**src/hdl/btl_defines.svh**
```systemverilog
// Timing, width and reset constants of the sixteen-channel biphase link.
// Assumes a 100 MHz system clock; counts are derived from the times below.
`ifndef BTL_DEFINES_SVH
`define BTL_DEFINES_SVH

`define BTL_CHANNELS    16
`define BTL_CLK_NS      10
`define BTL_SHORT_NS    143
`define BTL_LONG_NS     286
`define BTL_SAMPLE_NS   5000

// Pulse widths are nominal, so they round to the nearest cycle
`define BTL_SHORT_CYC   ((`BTL_SHORT_NS + `BTL_CLK_NS / 2) / `BTL_CLK_NS)
`define BTL_LONG_CYC    ((`BTL_LONG_NS + `BTL_CLK_NS / 2) / `BTL_CLK_NS)
`define BTL_SAMPLE_CYC  (`BTL_SAMPLE_NS / `BTL_CLK_NS)

`define BTL_LINE_RST    1'b0
`define BTL_WORD_RST    16'h0000

`endif

```
**src/hdl/btl_pkg.sv**
```systemverilog
// Types shared by the biphase link encoder and decoder.
// Assumes nothing of its surroundings.
package btl_pkg;

   typedef enum logic [2:0] {
      ENC_SYNC1,
      ENC_SYNC2,
      ENC_HI1,
      ENC_HI2,
      ENC_LO
   } btl_enc_st_t;

   typedef struct packed {
      logic valid;
      logic sync;
      logic data;
      logic err;
   } btl_sym_t;

endpackage

```
**src/hdl/btl_decoder.sv**
```systemverilog
// Biphase pulse classifier: turns line transitions into data and sync symbols.
// Assumes ser_i is synchronous to clk_i.
`timescale 1ns/1ns
`include "btl_defines.svh"
module btl_decoder
   import btl_pkg::*;
#(
   parameter int SHORT_CYC = `BTL_SHORT_CYC,
   parameter int LONG_CYC  = `BTL_LONG_CYC
) (
   input  wire logic clk_i,
   input  wire logic arst_n_i,
   input  wire logic ser_i,
   output btl_sym_t  sym_o
);

   localparam int MID_CYC = (SHORT_CYC + LONG_CYC) / 2;
   localparam int MAX_CYC = SHORT_CYC + LONG_CYC;
   localparam int RW      = $clog2(MAX_CYC + 2);

   logic          prev_r;
   logic [RW-1:0] run_r;
   logic          pend_r;
   logic          pend_nxt;
   btl_sym_t      sym_r;
   btl_sym_t      sym_nxt;
   wire           edge_w;
   wire           is_short;
   wire           is_long;
   wire           run_sat;

   assign edge_w   = ser_i ^ prev_r;
   assign is_short = run_r <= RW'(MID_CYC);
   assign is_long  = !is_short && (run_r <= RW'(MAX_CYC));
   assign run_sat  = run_r == RW'(MAX_CYC + 1);

   // Short then short is a one, long alone a zero, short then long is sync
   assign sym_nxt  = '{valid: edge_w && (is_long || (is_short && pend_r)),
                       sync:  is_long && pend_r,
                       data:  is_short,
                       err:   edge_w && !is_short && !is_long};
   assign pend_nxt = edge_w ? (is_short && !pend_r) : pend_r;
   assign sym_o    = sym_r;

   always_ff @(posedge clk_i or negedge arst_n_i) begin
      if (!arst_n_i) begin
         prev_r <= `BTL_LINE_RST;
         run_r  <= '0;
         pend_r <= 1'b0;
         sym_r  <= '0;
      end else begin
         prev_r <= ser_i;
         run_r  <= edge_w ? RW'(1) : (run_sat ? run_r : run_r + RW'(1));
         pend_r <= pend_nxt;
         sym_r  <= sym_nxt;
      end
   end
endmodule // btl_decoder

```
**src/hdl/btl_link.sv**
```systemverilog
// Sixteen-channel sampled biphase link: sampler, encoder, loopback selectors,
// receive shift register, output latch and carrier indicator.
// Assumes all inputs synchronous to clk_i; the far end is an identical unit.
`timescale 1ns/1ns
`include "btl_defines.svh"
module btl_link
   import btl_pkg::*;
#(
   parameter int CHANNELS   = `BTL_CHANNELS,
   parameter int SHORT_CYC  = `BTL_SHORT_CYC,
   parameter int LONG_CYC   = `BTL_LONG_CYC,
   parameter int SAMPLE_CYC = `BTL_SAMPLE_CYC
) (
   input  wire logic                clk_i,
   input  wire logic                arst_n_i,
   input  wire logic [CHANNELS-1:0] chan_in_i,
   input  wire logic                loop_test_i,
   input  wire logic                opt_rx_i,
   output logic                     opt_tx_o,
   output logic [CHANNELS-1:0]      chan_out_o,
   output logic                     carrier_o,
   output logic                     frame_stb_o
);

   localparam int SW   = $clog2(SAMPLE_CYC);
   localparam int PW_W = $clog2(LONG_CYC + 1);
   localparam int CW   = $clog2(CHANNELS + 2);

   // Width of the pulse that a state puts on the line
   function automatic logic [PW_W-1:0] width_of(input btl_enc_st_t st);
      width_of = (st == ENC_SYNC2 || st == ENC_LO) ? PW_W'(LONG_CYC) : PW_W'(SHORT_CYC);
   endfunction

   // ---------------- Sampler ----------------
   logic [SW-1:0]       samp_cnt_r;
   logic [CHANNELS-1:0] snap_r;
   wire                 samp_en;

   assign samp_en = samp_cnt_r == SW'(SAMPLE_CYC - 1);

   always_ff @(posedge clk_i or negedge arst_n_i) begin
      if (!arst_n_i) begin
         samp_cnt_r <= '0;
         snap_r     <= `BTL_WORD_RST;
      end else begin
         samp_cnt_r <= samp_en ? '0 : samp_cnt_r + SW'(1);
         if (samp_en) begin
            snap_r <= chan_in_i;
         end
      end
   end

   // ---------------- Encoder ----------------
   // Frames run back to back and each takes the latest sample, so a sample
   // may be sent twice but all channels always travel in the same frame.
   btl_enc_st_t         st_r;
   btl_enc_st_t         st_nxt;
   logic [PW_W-1:0]     pw_r;
   logic [CHANNELS-1:0] tx_sr_r;
   logic [CW-1:0]       tx_cnt_r;
   logic                enc_line_r;
   wire                 pend;
   wire                 last_sym;
   wire                 sym_done;
   wire                 frame_start;

   assign pend        = pw_r == PW_W'(1);
   assign last_sym    = tx_cnt_r == CW'(CHANNELS - 1);
   assign sym_done    = pend && (st_r == ENC_HI2 || st_r == ENC_LO);
   assign frame_start = pend && st_nxt == ENC_SYNC1;

   // A one is HI1 then HI2, a zero is LO alone; sixteen of them follow sync
   always_comb begin
      st_nxt = st_r;
      case (st_r)
         ENC_SYNC1: begin
            st_nxt = ENC_SYNC2;
         end
         ENC_SYNC2: begin
            st_nxt = tx_sr_r[0] ? ENC_HI1 : ENC_LO;
         end
         ENC_HI1: begin
            st_nxt = ENC_HI2;
         end
         default: begin
            st_nxt = last_sym ? ENC_SYNC1 : (tx_sr_r[1] ? ENC_HI1 : ENC_LO);
         end
      endcase
   end

   always_ff @(posedge clk_i or negedge arst_n_i) begin
      if (!arst_n_i) begin
         st_r       <= ENC_SYNC1;
         pw_r       <= PW_W'(SHORT_CYC);
         enc_line_r <= `BTL_LINE_RST;
      end else if (pend) begin
         st_r       <= st_nxt;
         pw_r       <= width_of(st_nxt);
         enc_line_r <= ~enc_line_r;
      end else begin
         pw_r       <= pw_r - PW_W'(1);
      end
   end

   // Channel 0 goes first after sync
   always_ff @(posedge clk_i or negedge arst_n_i) begin
      if (!arst_n_i) begin
         tx_sr_r  <= `BTL_WORD_RST;
         tx_cnt_r <= '0;
      end else if (frame_start) begin
         tx_sr_r  <= snap_r;
         tx_cnt_r <= '0;
      end else if (sym_done) begin
         tx_sr_r  <= tx_sr_r >> 1;
         tx_cnt_r <= tx_cnt_r + CW'(1);
      end
   end

   // ---------------- Loopback selectors ----------------
   logic opt_tx_r;
   wire  dec_in;

   assign dec_in = loop_test_i ? enc_line_r : opt_rx_i;

   always_ff @(posedge clk_i or negedge arst_n_i) begin
      if (!arst_n_i) begin
         opt_tx_r <= `BTL_LINE_RST;
      end else begin
         opt_tx_r <= loop_test_i ? opt_rx_i : enc_line_r;
      end
   end

   // ---------------- Decoder and output latch ----------------
   btl_sym_t            sym;
   logic [CHANNELS-1:0] rx_sr_r;
   logic [CW-1:0]       rx_cnt_r;
   logic [CHANNELS-1:0] chan_out_r;
   logic                frame_stb_r;
   wire                 latch_go;
   wire                 rx_data;

   // Both paths live in this unit so two units form a duplex pair
   btl_decoder #(
      .SHORT_CYC (SHORT_CYC),
      .LONG_CYC  (LONG_CYC)
   ) u_dec (
      .clk_i    (clk_i),
      .arst_n_i (arst_n_i),
      .ser_i    (dec_in),
      .sym_o    (sym)
   );

   assign latch_go = sym.valid && sym.sync && rx_cnt_r == CW'(CHANNELS);
   assign rx_data  = sym.valid && !sym.sync;

   always_ff @(posedge clk_i or negedge arst_n_i) begin
      if (!arst_n_i) begin
         rx_sr_r  <= `BTL_WORD_RST;
         rx_cnt_r <= CW'(CHANNELS + 1);
      end else if (sym.err) begin
         rx_cnt_r <= CW'(CHANNELS + 1);
      end else if (sym.valid && sym.sync) begin
         rx_cnt_r <= '0;
      end else if (rx_data) begin
         rx_sr_r  <= {sym.data, rx_sr_r[CHANNELS-1:1]};
         if (rx_cnt_r != CW'(CHANNELS + 1)) begin
            rx_cnt_r <= rx_cnt_r + CW'(1);
         end
      end
   end

   always_ff @(posedge clk_i or negedge arst_n_i) begin
      if (!arst_n_i) begin
         chan_out_r  <= `BTL_WORD_RST;
         frame_stb_r <= 1'b0;
      end else begin
         frame_stb_r <= latch_go;
         if (latch_go) begin
            chan_out_r <= rx_sr_r;
         end
      end
   end

   // ---------------- Carrier indicator ----------------
   logic rx_prev_r;
   logic carrier_r;
   wire  rx_edge;
   wire  carrier_nxt;

   assign rx_edge     = opt_rx_i ^ rx_prev_r;
   // A transition in the clearing cycle keeps the indicator on
   assign carrier_nxt = loop_test_i ? 1'b0 : (rx_edge ? 1'b1 : (samp_en ? 1'b0 : carrier_r));

   always_ff @(posedge clk_i or negedge arst_n_i) begin
      if (!arst_n_i) begin
         rx_prev_r <= `BTL_LINE_RST;
         carrier_r <= 1'b0;
      end else begin
         rx_prev_r <= opt_rx_i;
         carrier_r <= carrier_nxt;
      end
   end

   assign opt_tx_o    = opt_tx_r;
   assign chan_out_o  = chan_out_r;
   assign carrier_o   = carrier_r;
   assign frame_stb_o = frame_stb_r;

   // ---------------- Checks ----------------
   logic [SW:0]   h_gap_r;
   logic [PW_W:0] h_run_r;
   logic [CW-1:0] h_sym_r;
   logic          h_frm_r;

   always_ff @(posedge clk_i or negedge arst_n_i) begin
      if (!arst_n_i) begin
         h_gap_r <= '0;
         h_run_r <= (PW_W+1)'(1);
      end else begin
         h_gap_r <= samp_en ? '0 : h_gap_r + (SW+1)'(1);
         h_run_r <= pend ? (PW_W+1)'(1) : h_run_r + (PW_W+1)'(1);
      end
   end

   // Counts data symbols between sync shorts, apart from tx_cnt_r
   always_ff @(posedge clk_i or negedge arst_n_i) begin
      if (!arst_n_i) begin
         h_sym_r <= '0;
         h_frm_r <= 1'b0;
      end else if (pend && st_r == ENC_SYNC1) begin
         h_sym_r <= '0;
         h_frm_r <= 1'b1;
      end else if (sym_done) begin
         h_sym_r <= h_sym_r + CW'(1);
      end
   end
endmodule // btl_link

```
**config.mk**
```make
export PLATFORM = sky130hd
export DESIGN_NAME = btl_link
export DESIGN_NICKNAME = d
export VERILOG_FILES = /design/src/hdl/btl_pkg.sv /design/src/hdl/btl_decoder.sv /design/src/hdl/btl_link.sv
export VERILOG_INCLUDE_DIRS = /design/src /design/src/hdl
export SDC_FILE = /design/constraint.sdc
export NUM_CORES = 1
export LEC_CHECK = 0
export BUFFER_PORTS_ARGS = -buffer_cell sky130_fd_sc_hd__buf_2
export CAP_MARGIN = 10
export CORE_MARGIN = 5
export CORE_UTILIZATION = 36
export CTS_CLUSTER_DIAMETER = 40
export DETAILED_ROUTE_END_ITERATION = 6
export GPL_ROUTABILITY_DRIVEN = 0
export GPL_TIMING_DRIVEN = 0
export PLACE_DENSITY_LB_ADDON = 0.2
export SYNTH_ARGS = -nofsm -noshare
export SYNTH_HDL_FRONTEND = slang
export SYNTH_SLANG_ARGS = --single-unit
```
**constraint.sdc**
```tcl
create_clock -name clk_i -period 4.8 [get_ports clk_i]
set_clock_uncertainty 0.05 [all_clocks]
set_input_delay 0.24 -clock clk_i [delete_from_list [all_inputs] [get_ports clk_i]]
set_output_delay 0.24 -clock clk_i [all_outputs]
set_load 0.03 [all_outputs]
```
==> results_dict.tcl <==
set metrics [dict create \
    run_status "completed" \
    timing.critical_path.arrival_ps 2580 \
    yosys_most_used_dff "sky130_fd_sc_hd__dfrtp_1" \
    slew-limit-headroom_pct 28.59 \
    netlist_area_mm2 0.004845 \
    final_tns_setup_ps 0 \
    final_critical_path_setup_slack_ps 2400 \
    ys_seq_area_share_pct 55.91 \
    syn2layout_area_growth_pct 15.39 \
    post-route-drc-count 0 \
    grt-ovfl-total 0 \
    vias_in_the_first_global_route 2927 \
    antenna_found_initial 0 \
    overall_die_area_mm2 0.01588 \
    drtPass1Iterations 5 \
    floorplan.initialDensity_pct 36.58 \
    cts.clk_slew.worst_paths_ps 70 \
    die_width_um 126.0 \
    dpl_worst_slack_ps 2323 \
    tightest_slew_ps 1062 \
    drv_slew 0 \
    worst_skew_pair.late_latency_ps 350 \
    dp_hpwl_mm 5.555 \
    tritoncts "yes" \
    syn_area_per_cell_um2 13.13 \
    synth.area.mux_share_pct 20.35 \
    worst_path_maximum_fanout 10 \
    min_delay_path_depth 2 \
    hold_path.class "primary input to register" \
    floorplan.die.height_um 126.0 \
    synthesis.nets 400 \
    finalCritPeriodShare_pct 49.99 \
    yosysUniqueCellTypes 45 \
    p_leak_nw 2.731 \
    core_area_mm2 0.01324 \
    detail_route.vias_per_cell 4.738 \
    async_reset_ff_share_pct 100.0 \
    max-cap-violations 0 \
    floorplan.rows 42 \
    mostFrequentLayoutCell "sky130_fd_sc_hd__dfrtp_1" \
    worst_setup_path_end_kind "register" \
    clock.fmax_ghz 0.4167 \
    post_cts.repair.setup_buffers 0 \
    r2r_cells 5 \
    post_synth_inst_count 369 \
    via_count 2852 \
    yosys.area_share.xor_xnor_pct 2.712 \
    pin_count 39 \
    route.detailed.wl_per_inst_um 13.06 \
    antennaDiodeCount 0 \
    num-nets-final 452 \
    synth_fa_ha_area_share_pct 2.841 \
    final.fill_count 1288 \
    crit_path_start_kind "register" \
    ctsRootBufferMaster "sky130_fd_sc_hd__clkbuf_16" \
    grt_pass1_wl_mm 14.01 \
    synth_edf_count 0 \
    drt_iter0_markers 65 \
    route.antenna.remaining_nets 0 \
    finalHoldViolCount 0 \
    rsz0062_at_grt "false" \
    maximum_clock_path_buffer_count 2 \
    synth_compound_area_share_pct 5.837 \
    tritoncts.num_buffers 9 \
    cellPowerDensity_mw_per_mm2 347.1 \
    cts_num_sinks 108 \
    maximum_number_of_pins_on_one_net_before_global_route_repair 67 \
    synth-seq-cells 108 \
    max-vdd-ir-drop_uv 187.8 \
    yosys.area_share.simple_pct 9.659 \
    yosys_warnings 0 \
    period_needed_ps 2400 \
    finalSetupViolations 0 \
    worst-endpoint-required_ps 4980 \
    final_cell_mix "sky130_fd_sc_hd__dfrtp_1, sky130_fd_sc_hd__buf_2, sky130_fd_sc_hd__mux2_1, sky130_fd_sc_hd__mux2_2, sky130_fd_sc_hd__nor2_1" \
    io_buffers 38 \
    dominant_combinational_cell_family_by_area_after_synthesis "multiplexers" \
    globalRouteTotalUtil_pct 10.86 \
    totalWireLength_mm 7.865 \
    start_to_end_type_of_the_worst_setup_path "register to register" \
    htree_num_levels 3 \
    fraction_of_final_layout_cells_sized_beyond_drive_strength_1_pct 26.06 \
]
cells in the mapped netlist (3+ instances only):
cell,count,area [um2]
sky130_fd_sc_hd__mux2_2,22,247.7
sky130_fd_sc_hd__nor3_1,5,25.02
sky130_fd_sc_hd__and3_1,3,18.77
sky130_fd_sc_hd__or3_1,5,31.28
sky130_fd_sc_hd__nor2_1,18,67.56
sky130_fd_sc_hd__nand3_1,7,35.03
sky130_fd_sc_hd__inv_1,12,45.04
sky130_fd_sc_hd__o21ai_0,16,80.08
sky130_fd_sc_hd__and2_1,5,31.28
sky130_fd_sc_hd__mux2_1,42,473.0
sky130_fd_sc_hd__nand2b_1,4,25.02
sky130_fd_sc_hd__nand2_1,15,56.30
sky130_fd_sc_hd__nor3b_1,3,22.52
sky130_fd_sc_hd__buf_2,5,25.02
sky130_fd_sc_hd__dfstp_2,5,131.4
sky130_fd_sc_hd__mux2_4,15,225.2
sky130_fd_sc_hd__clkbuf_1,4,15.01
sky130_fd_sc_hd__dfrtp_1,103,2577
sky130_fd_sc_hd__ha_1,11,137.6
sky130_fd_sc_hd__nand4_1,4,25.02
sky130_fd_sc_hd__a21oi_1,13,65.06
sky130_fd_sc_hd__xnor2_1,13,113.9
sky130_fd_sc_hd__buf_6,4,45.04
sky130_fd_sc_hd__nand3b_1,4,30.03
sky130_fd_sc_hd__mux2i_1,4,40.04
worst paths after layout:
kind,start,endpoint,slack [ps]
hold reg to reg,chan_out_o[12],chan_out_o[12],430
hold / removal,chan_in_i[12],snap_r[12],50
max in group asynchronous,arst_n_i,rx_cnt_r[0],3570
setup reg to reg,samp_cnt_r[0],snap_r[7],2400
min in group asynchronous,arst_n_i,samp_cnt_r[8],390
setup / recovery,samp_cnt_r[0],snap_r[7],2400
state kept, by name (all words and copies together), names as in the netlist, 3 cells and up:
register,cells
samp_cnt_r,9
rx_cnt_r,5
tx_sr_r,16
tx_cnt_r,5
u_dec.sym_o,4
u_dec.run_r,6
rx_sr_r,16
snap_r,16
st_r,3
pw_r,5
chan_out_o,16
cell type report:
| class | instances | area, um2 | area share, % |
|---|---|---|---|
| inverters | 12 | 45.04 | 0.8057 |
| plain buffers | 13 | 85.08 | 1.522 |
| well taps | 176 | 220.2 | 3.939 |
| multi-input cells | 236 | 2006 | 35.88 |
| flip-flops and latches | 108 | 2709 | 48.46 |
| repair buffers | 41 | 240.2 | 4.297 |
| clock buffers | 10 | 239.0 | 4.275 |
| clock inverters | 6 | 46.29 | 0.8281 |
routing by layer:
metal  global-route usage [%]  share of wire (%)
met2                    17.18                 46
met1                    13.69                 47
met5                        0                  0
met4                    4.164                1.6
met3                    3.895                5.0
cell families (layout without fill, tap and decap cells):
kind of cell | after synthesis | count (layout)
muxes | 83 | 83
buffers and inverters | 25 | 82
xor gates and xnor gates | 15 | 15
adders and majority gates | 11 | 11
DFF | 108 | 108
and+or+nand+nor | 80 | 80
AOI/OAI and AO/OA | 47 | 47
stage by stage:
stage	power (mW)	instance area (um2)	cells	hold slack, ps	util [%]
after detailed placement	1.265	5285	584	228.9	39.91
after global routing	2.052	5590	602	41.30	42.21
after global placement	1.254	5255	583	370.6	39.68
final	1.940	5590	602	53.97	42.21
after CTS	1.987	5590	602	33.40	42.21
after floorplan	1.188	4845	369	-105.6	-
power breakdown:
group          switching, mW  internal [mW]  total, mW
combinational         0.0911         0.0970      0.188
clock                  0.328          0.369      0.698
sequential            0.0703          0.984       1.05
worst max-delay path, cell delays in order, from the launching register on:
cell	delay [ps]
sky130_fd_sc_hd__dfrtp_1	380
sky130_fd_sc_hd__ha_1	220
sky130_fd_sc_hd__nand2_1	80
sky130_fd_sc_hd__nor4_2	790
sky130_fd_sc_hd__buf_2	400
sky130_fd_sc_hd__mux2_1	350
what timing repair did:
| action | 4_1_cts | 5_1_grt |
|---|---|---|
| hold buffers | 2 | 0 |
| resized for setup | 0 | 0 |
| endpoints found under the hold margin | 43 | 0 |
Note: power is estimated with default switching activity, not from simulation.
